`src/shared/uir_regs.vh`:
```
/*
 * Select codes, field positions and reset values for the information
 * register read unit.
 * Assumes inclusion by bare name from design and bench files.
 */
`ifndef UIR_REGS_VH
`define UIR_REGS_VH

// ------------------------------------------------------------
// Register select codes
// ------------------------------------------------------------
`define UIR_SEL_CPU_IDENTITY 5'h00
`define UIR_SEL_CACHE_SYNC_STEP 5'h01
`define UIR_SEL_TICK_COUNTER 5'h02
`define UIR_SEL_TICK_RESOLUTION 5'h03
`define UIR_SEL_RSVD_LO 5'h04
`define UIR_SEL_RSVD_HI 5'h1c
`define UIR_SEL_THREAD_POINTER_VIEW 5'h1d
`define UIR_SEL_IMPL_A 5'h1e
`define UIR_SEL_IMPL_B 5'h1f

// ------------------------------------------------------------
// Field layout and reset values
// ------------------------------------------------------------
`define UIR_SEL_W 5
`define UIR_GPR_W 5
`define UIR_CPU_ID_LSB 0
`define UIR_CPU_ID_W 10
`define UIR_DATA_RST 32'h0000_0000
`define UIR_ADDR_RST 5'h00
`define UIR_CACHE_SYNC_STEP_DFLT 32'h0000_0020
`define UIR_TICK_RESOLUTION_DFLT 32'h0000_0002

`endif

```
`src/rtl/uir_read_unit.v`:
```
/*
 * Information register read unit: executes the read_info_register_op
 * instruction, selecting one information register by a 5-bit select
 * field and returning it for write-back to the destination GPR, or
 * raising a Reserved Instruction exception.
 * Assumes the pipeline presents one instruction per op_valid pulse with
 * all operands stable in that cycle, and that coprocessor 0 sources are
 * on the same clock.
 */
//
// Behaviour
// - Permitted access copies the selected register to the destination GPR.
// - Access permitted when coprocessor 0 usable or the mask bit is set.
// - Denied or unimplemented access raises Reserved Instruction, no GPR write.
// - Select 0 returns the CPU identity from the exception base field.
// - Select 1 returns the icache sync step, zero if none needed.
// - Select 2 returns the coprocessor 0 cycle count register.
// - Select 3 returns cycles between cycle counter increments.
// - Selects 4 to 28 are reserved and raise Reserved Instruction.
// - Select 29 returns the thread pointer when implemented, else unimplemented.
// - Selects 30 and 31 are implementation values, else Reserved Instruction.
// - A first-release-only processor treats the instruction as reserved.
`timescale 1ns/1ns
`include "uir_regs.vh"

module uir_read_unit #(
    parameter [31:0] CACHE_SYNC_STEP = `UIR_CACHE_SYNC_STEP_DFLT,
    parameter [31:0] TICK_RESOLUTION = `UIR_TICK_RESOLUTION_DFLT,
    parameter THREAD_POINTER_IMPL = 1,
    parameter IMPL_A_IMPL = 0,
    parameter IMPL_B_IMPL = 0,
    parameter [31:0] IMPL_A_VALUE = 32'h0000_0000,
    parameter [31:0] IMPL_B_VALUE = 32'h0000_0000,
    parameter RELEASE1_ONLY = 0
) (
    // Clock and reset
    input wire clk_sys,
    input wire reset_n,
    // Instruction issue
    input wire op_valid,
    input wire [4:0] op_select,
    input wire [4:0] dest_gpr_field,
    // Coprocessor 0 state
    input wire cp0_usable,
    input wire [31:0] user_access_enable_mask,
    input wire [9:0] exception_base_cpu_id,
    input wire [31:0] tick_counter,
    input wire [31:0] thread_pointer_source,
    // Write-back and exception
    output reg gpr_we_r,
    output reg [4:0] gpr_addr_r,
    output reg [31:0] gpr_data_r,
    output reg rsvd_instr_exc_r
);

// ------------------------------------------------------------
// Release gate
// ------------------------------------------------------------
wire release_ok;

assign release_ok = (RELEASE1_ONLY == 0);

// ------------------------------------------------------------
// Select decode
// ------------------------------------------------------------
wire [31:0] sel_hot;

assign sel_hot = 32'h0000_0001 << op_select;

// ------------------------------------------------------------
// Per-select entries
// ------------------------------------------------------------
wire [31:0] entry_data [0:31];
wire [31:0] entry_impl;
wire [31:0] entry_grant;
wire [31:0] entry_hit;

genvar k;
generate
    for (k = 0; k < 32; k = k + 1) begin : g_entry
        assign entry_grant[k] = cp0_usable | user_access_enable_mask[k];
        assign entry_hit[k] = sel_hot[k] & entry_grant[k] & entry_impl[k];
        if (k == `UIR_SEL_CPU_IDENTITY) begin : g_cpu_identity
            assign entry_data[k] = {22'h000000, exception_base_cpu_id};
            assign entry_impl[k] = 1'b1;
        end else if (k == `UIR_SEL_CACHE_SYNC_STEP) begin : g_cache_sync_step
            assign entry_data[k] = CACHE_SYNC_STEP;
            assign entry_impl[k] = 1'b1;
        end else if (k == `UIR_SEL_TICK_COUNTER) begin : g_tick_counter
            assign entry_data[k] = tick_counter;
            assign entry_impl[k] = 1'b1;
        end else if (k == `UIR_SEL_TICK_RESOLUTION) begin : g_tick_resolution
            assign entry_data[k] = TICK_RESOLUTION;
            assign entry_impl[k] = 1'b1;
        end else if (k == `UIR_SEL_THREAD_POINTER_VIEW) begin : g_thread_pointer_view
            assign entry_data[k] = thread_pointer_source;
            assign entry_impl[k] = (THREAD_POINTER_IMPL != 0);
        end else if (k == `UIR_SEL_IMPL_A) begin : g_impl_a
            assign entry_data[k] = IMPL_A_VALUE;
            assign entry_impl[k] = (IMPL_A_IMPL != 0);
        end else if (k == `UIR_SEL_IMPL_B) begin : g_impl_b
            assign entry_data[k] = IMPL_B_VALUE;
            assign entry_impl[k] = (IMPL_B_IMPL != 0);
        end else begin : g_reserved
            assign entry_data[k] = `UIR_DATA_RST;
            assign entry_impl[k] = 1'b0;
        end
    end
endgenerate

// ------------------------------------------------------------
// Selection and permission
// ------------------------------------------------------------
wire [31:0] sel_data;
wire take_nxt;
wire exc_nxt;
wire [4:0] gpr_addr_nxt;
wire [31:0] gpr_data_nxt;

assign sel_data = entry_data[op_select];
assign take_nxt = op_valid & (|entry_hit) & release_ok;
assign exc_nxt = op_valid & ~take_nxt;
assign gpr_addr_nxt = take_nxt ? dest_gpr_field : gpr_addr_r;
assign gpr_data_nxt = take_nxt ? sel_data : gpr_data_r;

// ------------------------------------------------------------
// Write strobe and exception registers
// ------------------------------------------------------------
always @(posedge clk_sys or negedge reset_n) begin
    if (!reset_n) begin
        gpr_we_r <= 1'b0;
    end else begin
        gpr_we_r <= take_nxt;
    end
end

always @(posedge clk_sys or negedge reset_n) begin
    if (!reset_n) begin
        rsvd_instr_exc_r <= 1'b0;
    end else begin
        rsvd_instr_exc_r <= exc_nxt;
    end
end

// ------------------------------------------------------------
// Write-back registers
// ------------------------------------------------------------
always @(posedge clk_sys or negedge reset_n) begin
    if (!reset_n) begin
        gpr_addr_r <= `UIR_ADDR_RST;
    end else begin
        gpr_addr_r <= gpr_addr_nxt;
    end
end

always @(posedge clk_sys or negedge reset_n) begin
    if (!reset_n) begin
        gpr_data_r <= `UIR_DATA_RST;
    end else begin
        gpr_data_r <= gpr_data_nxt;
    end
end

endmodule // uir_read_unit

```
`config.mk`:
```
export PLATFORM = sky130hd
export DESIGN_NAME = uir_read_unit
export DESIGN_NICKNAME = d
export VERILOG_FILES = /design/src/rtl/uir_read_unit.v
export VERILOG_INCLUDE_DIRS = /design/src /design/src/shared
export SDC_FILE = /design/constraint.sdc
export NUM_CORES = 1
export LEC_CHECK = 0
export ABC_AREA = 1
export BUFFER_PORTS_ARGS = -buffer_cell sky130_fd_sc_hd__buf_4
export CAP_MARGIN = 10
export CORE_ASPECT_RATIO = 0.7
export CORE_UTILIZATION = 41
export DETAILED_ROUTE_END_ITERATION = 6
export HOLD_SLACK_MARGIN = 0.15
export PLACE_DENSITY_LB_ADDON = 0.25
export SYNTH_ARGS = -nofsm -noshare
export SYNTH_HDL_FRONTEND = slang
export SYNTH_SLANG_ARGS = --single-unit
```
`constraint.sdc`:
```
create_clock -name clk_sys -period 0.8 [get_ports clk_sys]
set_input_delay 0.16 -clock clk_sys [delete_from_list [all_inputs] [get_ports clk_sys]]
set_output_delay 0.16 -clock clk_sys [all_outputs]
set_load 0.05 [all_outputs]
```
==> impl_metrics.tcl <==
set metrics [dict create \
    drive_gt1_frac 0.546 \
    synth.area.mux_share 0 \
    wire_per_inst_microns 18.0 \
    first_global_vias 2868 \
    drt-initial-drc-count 293 \
    drv_cap 0 \
    crit_path_end_kind "register" \
    finalClockSkew_ns 0 \
    cp.arrival_ns 1.40 \
    layout.cells.most_common "buf_4" \
    worstSetupStartpointType "primary input" \
    path_cells "buf_6, nor2_4, nand2_2, buf_4, buf_4, buf_6, clkinv_2, nand3_1, nand3_1, nand3_1, nand2_1" \
    seq_area_frac_synth 0.445 \
    rsz0062_at_grt "yes" \
    routed_via_density 5.52 \
    setup_slack_ns -0.352 \
    h-tree-depth 2 \
    cts_buffers 5 \
    instances_no_fill 565 \
    grt_max_degree 40 \
    holdCritPathClass "in -> reg" \
    hpwl_microns 5170 \
    drc 0 \
    critPathKind "in -> reg" \
    fp-row-count 21 \
    crit_required_ns 1.05 \
    synthDistinctLibCells 18 \
    synthAdderAreaFrac 0 \
    synth_xor_area_frac 0 \
    failed_checks "negative setup slack" \
    pre_cts_ws_ns -0.539 \
    cts.clk_slew.worst_paths_ns 0.10 \
    start_util 0.442 \
    slew_headroom 0.805 \
    syn_area_per_cell_sq_um 6.90 \
    dpl-instance-area_sq_mm 0.00337 \
    syn2layout_area_growth_pct 102 \
    cp_slowest_stage_delay_ns 0.14 \
    io_buffer_count 131 \
    hold_viol 0 \
    clock_path_buffers 2 \
    vias 3120 \
    synth-seq-cells 39 \
    synth_compound_area_frac 0.0103 \
    fp.dieW_microns 89.4 \
    cellLeakagePower_nw 2.40 \
    synth-simple-area-share 0.468 \
    clkSinkCount 39 \
    die_y_microns 63.2 \
    fmax_ghz 0.868 \
    vdd_drop_max_uv 1090 \
    nets 615 \
    power_density_mw_per_mm2 1460 \
    worstPathMaxFanout 5 \
    setup_viol 78 \
    cts_tree "built" \
    fp.dieArea_sq_mm 0.00565 \
    final_cell_mix "buf_4 (125), nand2_1 (101), nand3_1 (68)" \
    synth_top_family_by_area "simple AND/OR/NAND/NOR gates" \
    maxSlewViolCount 0 \
    synthesis.instances 318 \
    syn_area_sq_mm 0.00219 \
    grt_pass1_wl_microns 13600 \
    finalCriticalPeriod_ns 1.15 \
    firstDrtPassIters 5 \
    n_antenna_cell 0 \
    grt_overflow 0 \
    yosysWarnings 0 \
    grtUsageTotal 0.322 \
    ioPinCount 159 \
    core_sq_mm 0.00497 \
    synth_nets 438 \
    crit_buf_inv 5 \
    stdcell_area_sq_mm 0.00444 \
    clockRootBuffer "clkbuf_8" \
    ant_nets 0 \
    drt-total-wl_microns 10200 \
    cp_top_family "simple AND/OR/NAND/NOR gates" \
    clock_latency_ns 0.30 \
    dpl.cell_count 513 \
    antenna_found_initial 0 \
    cpMostUsedCell "nand3_1" \
    crit_path_top_delay_cell "buf_4" \
    place.gp.congestion 0.779 \
    fin_crit_sh 1.44 \
    max_slew.worst_pin.slew_ns 0.291 \
    status "complete, but fails checks" \
]
-- synthesized netlist by cell type --
| library cell | instances | share of area |
|---|---|---|
| and3_1 | 1 | 0.0029 |
| inv_2 | 1 | 0.0017 |
| dfrtp_1 | 39 | 0.44 |
| o21ai_0 | 3 | 0.0068 |
| or2_2 | 1 | 0.0029 |
| o21bai_1 | 1 | 0.0034 |
| buf_1 | 2 | 0.0034 |
| nor3_1 | 2 | 0.0046 |
| clkinv_1 | 1 | 0.0017 |
| nand3_2 | 1 | 0.0046 |
| buf_2 | 8 | 0.018 |
| inv_1 | 9 | 0.015 |
| nand3_1 | 87 | 0.20 |
| nor2_1 | 9 | 0.015 |
| buf_6 | 2 | 0.010 |
| nand2_1 | 140 | 0.24 |
| buf_4 | 4 | 0.014 |
| clkbuf_1 | 7 | 0.012 |
-- worst min-delay path, delay by kind of cell --
kind | cells | cell delay (ns)
and+or+nand+nor | 4 | 0.21
buffers and inverters | 1 | 0.07
-- final cells by class --
| class | count | area [sq um] |
|---|---|---|
| multi-input combinational | 245 | 1360 |
| clock inverter | 3 | 43.8 |
| clock buffer | 5 | 68.8 |
| tap | 69 | 86.3 |
| timing repair buffer | 192 | 1850 |
| inverter | 11 | 51.3 |
| fill | 232 | 528 |
| timing repair inverter | 1 | 5.00 |
| sequential | 39 | 977 |
-- power breakdown --
group	internal (mW)	switching, mW	total (mW)
clock	0.930	0.795	1.72
sequential	2.13	0.141	2.27
combinational	1.16	1.35	2.50
total	4.22	2.28	6.50
-- sequential cells by signal, indices dropped and copies added, names as in the netlist --
register          cells
gpr_we_r              1
gpr_data_r           32
gpr_addr_r            5
rsvd_instr_exc_r      1
-- layer usage --
| metal | track usage | wire, microns | up-vias |
|---|---|---|---|
| met2 | 0.559 | 4940 | 221 |
| met5 | 0 | 0 | - |
| met1 | 0.399 | 3840 | 1473 |
| met4 | 0.0933 | 363 | 0 |
| li1 | - | - | 1379 |
| met3 | 0.0682 | 1010 | 47 |
-- metrics by stage --
stage	total power [mW]	TNS [ns]	util	hold WS (ns)
floorplan	3.19	-13.57	-	-0.136
global placement	3.97	-18.22	0.680	0.126
detailed placement	4.00	-19.26	0.680	0.129
CTS	6.11	-16.28	0.845	0.181
global route	6.72	-21.46	0.894	0.193
finish	6.50	-19.02	0.894	0.189
-- timing repair --
action | in CTS | in global routing
buffers inserted | 15 | 20
gates cloned | 7 | 2
hold endpoints to repair | 44 | 0
hold buffers | 6 | 0
pin swaps | 16 | 13
setup endpoints to repair | 78 | 78
gates resized for setup | 102 | 41
-- logic make-up after synthesis --
family	count (synthesis)
flops	39
simple gates	241
compound gates	4
buf+inv	34
-- worst paths after layout --
check	start	endpoint	slack (ns)	cells past startpoint
setup / recovery	op_select[3]	gpr_data_r[8]	-0.35	11
hold / removal	tick_counter[15]	gpr_data_r[15]	0.19	5
setup reg to reg	gpr_addr_r[1]	gpr_addr_r[1]	-0.10	4
hold reg to reg	gpr_data_r[18]	gpr_data_r[18]	0.51	2
max in group asynchronous	reset_n	gpr_addr_r[4]	0.24	3
min in group asynchronous	reset_n	gpr_data_r[4]	0.34	3
(Power assumes the default switching activity.)
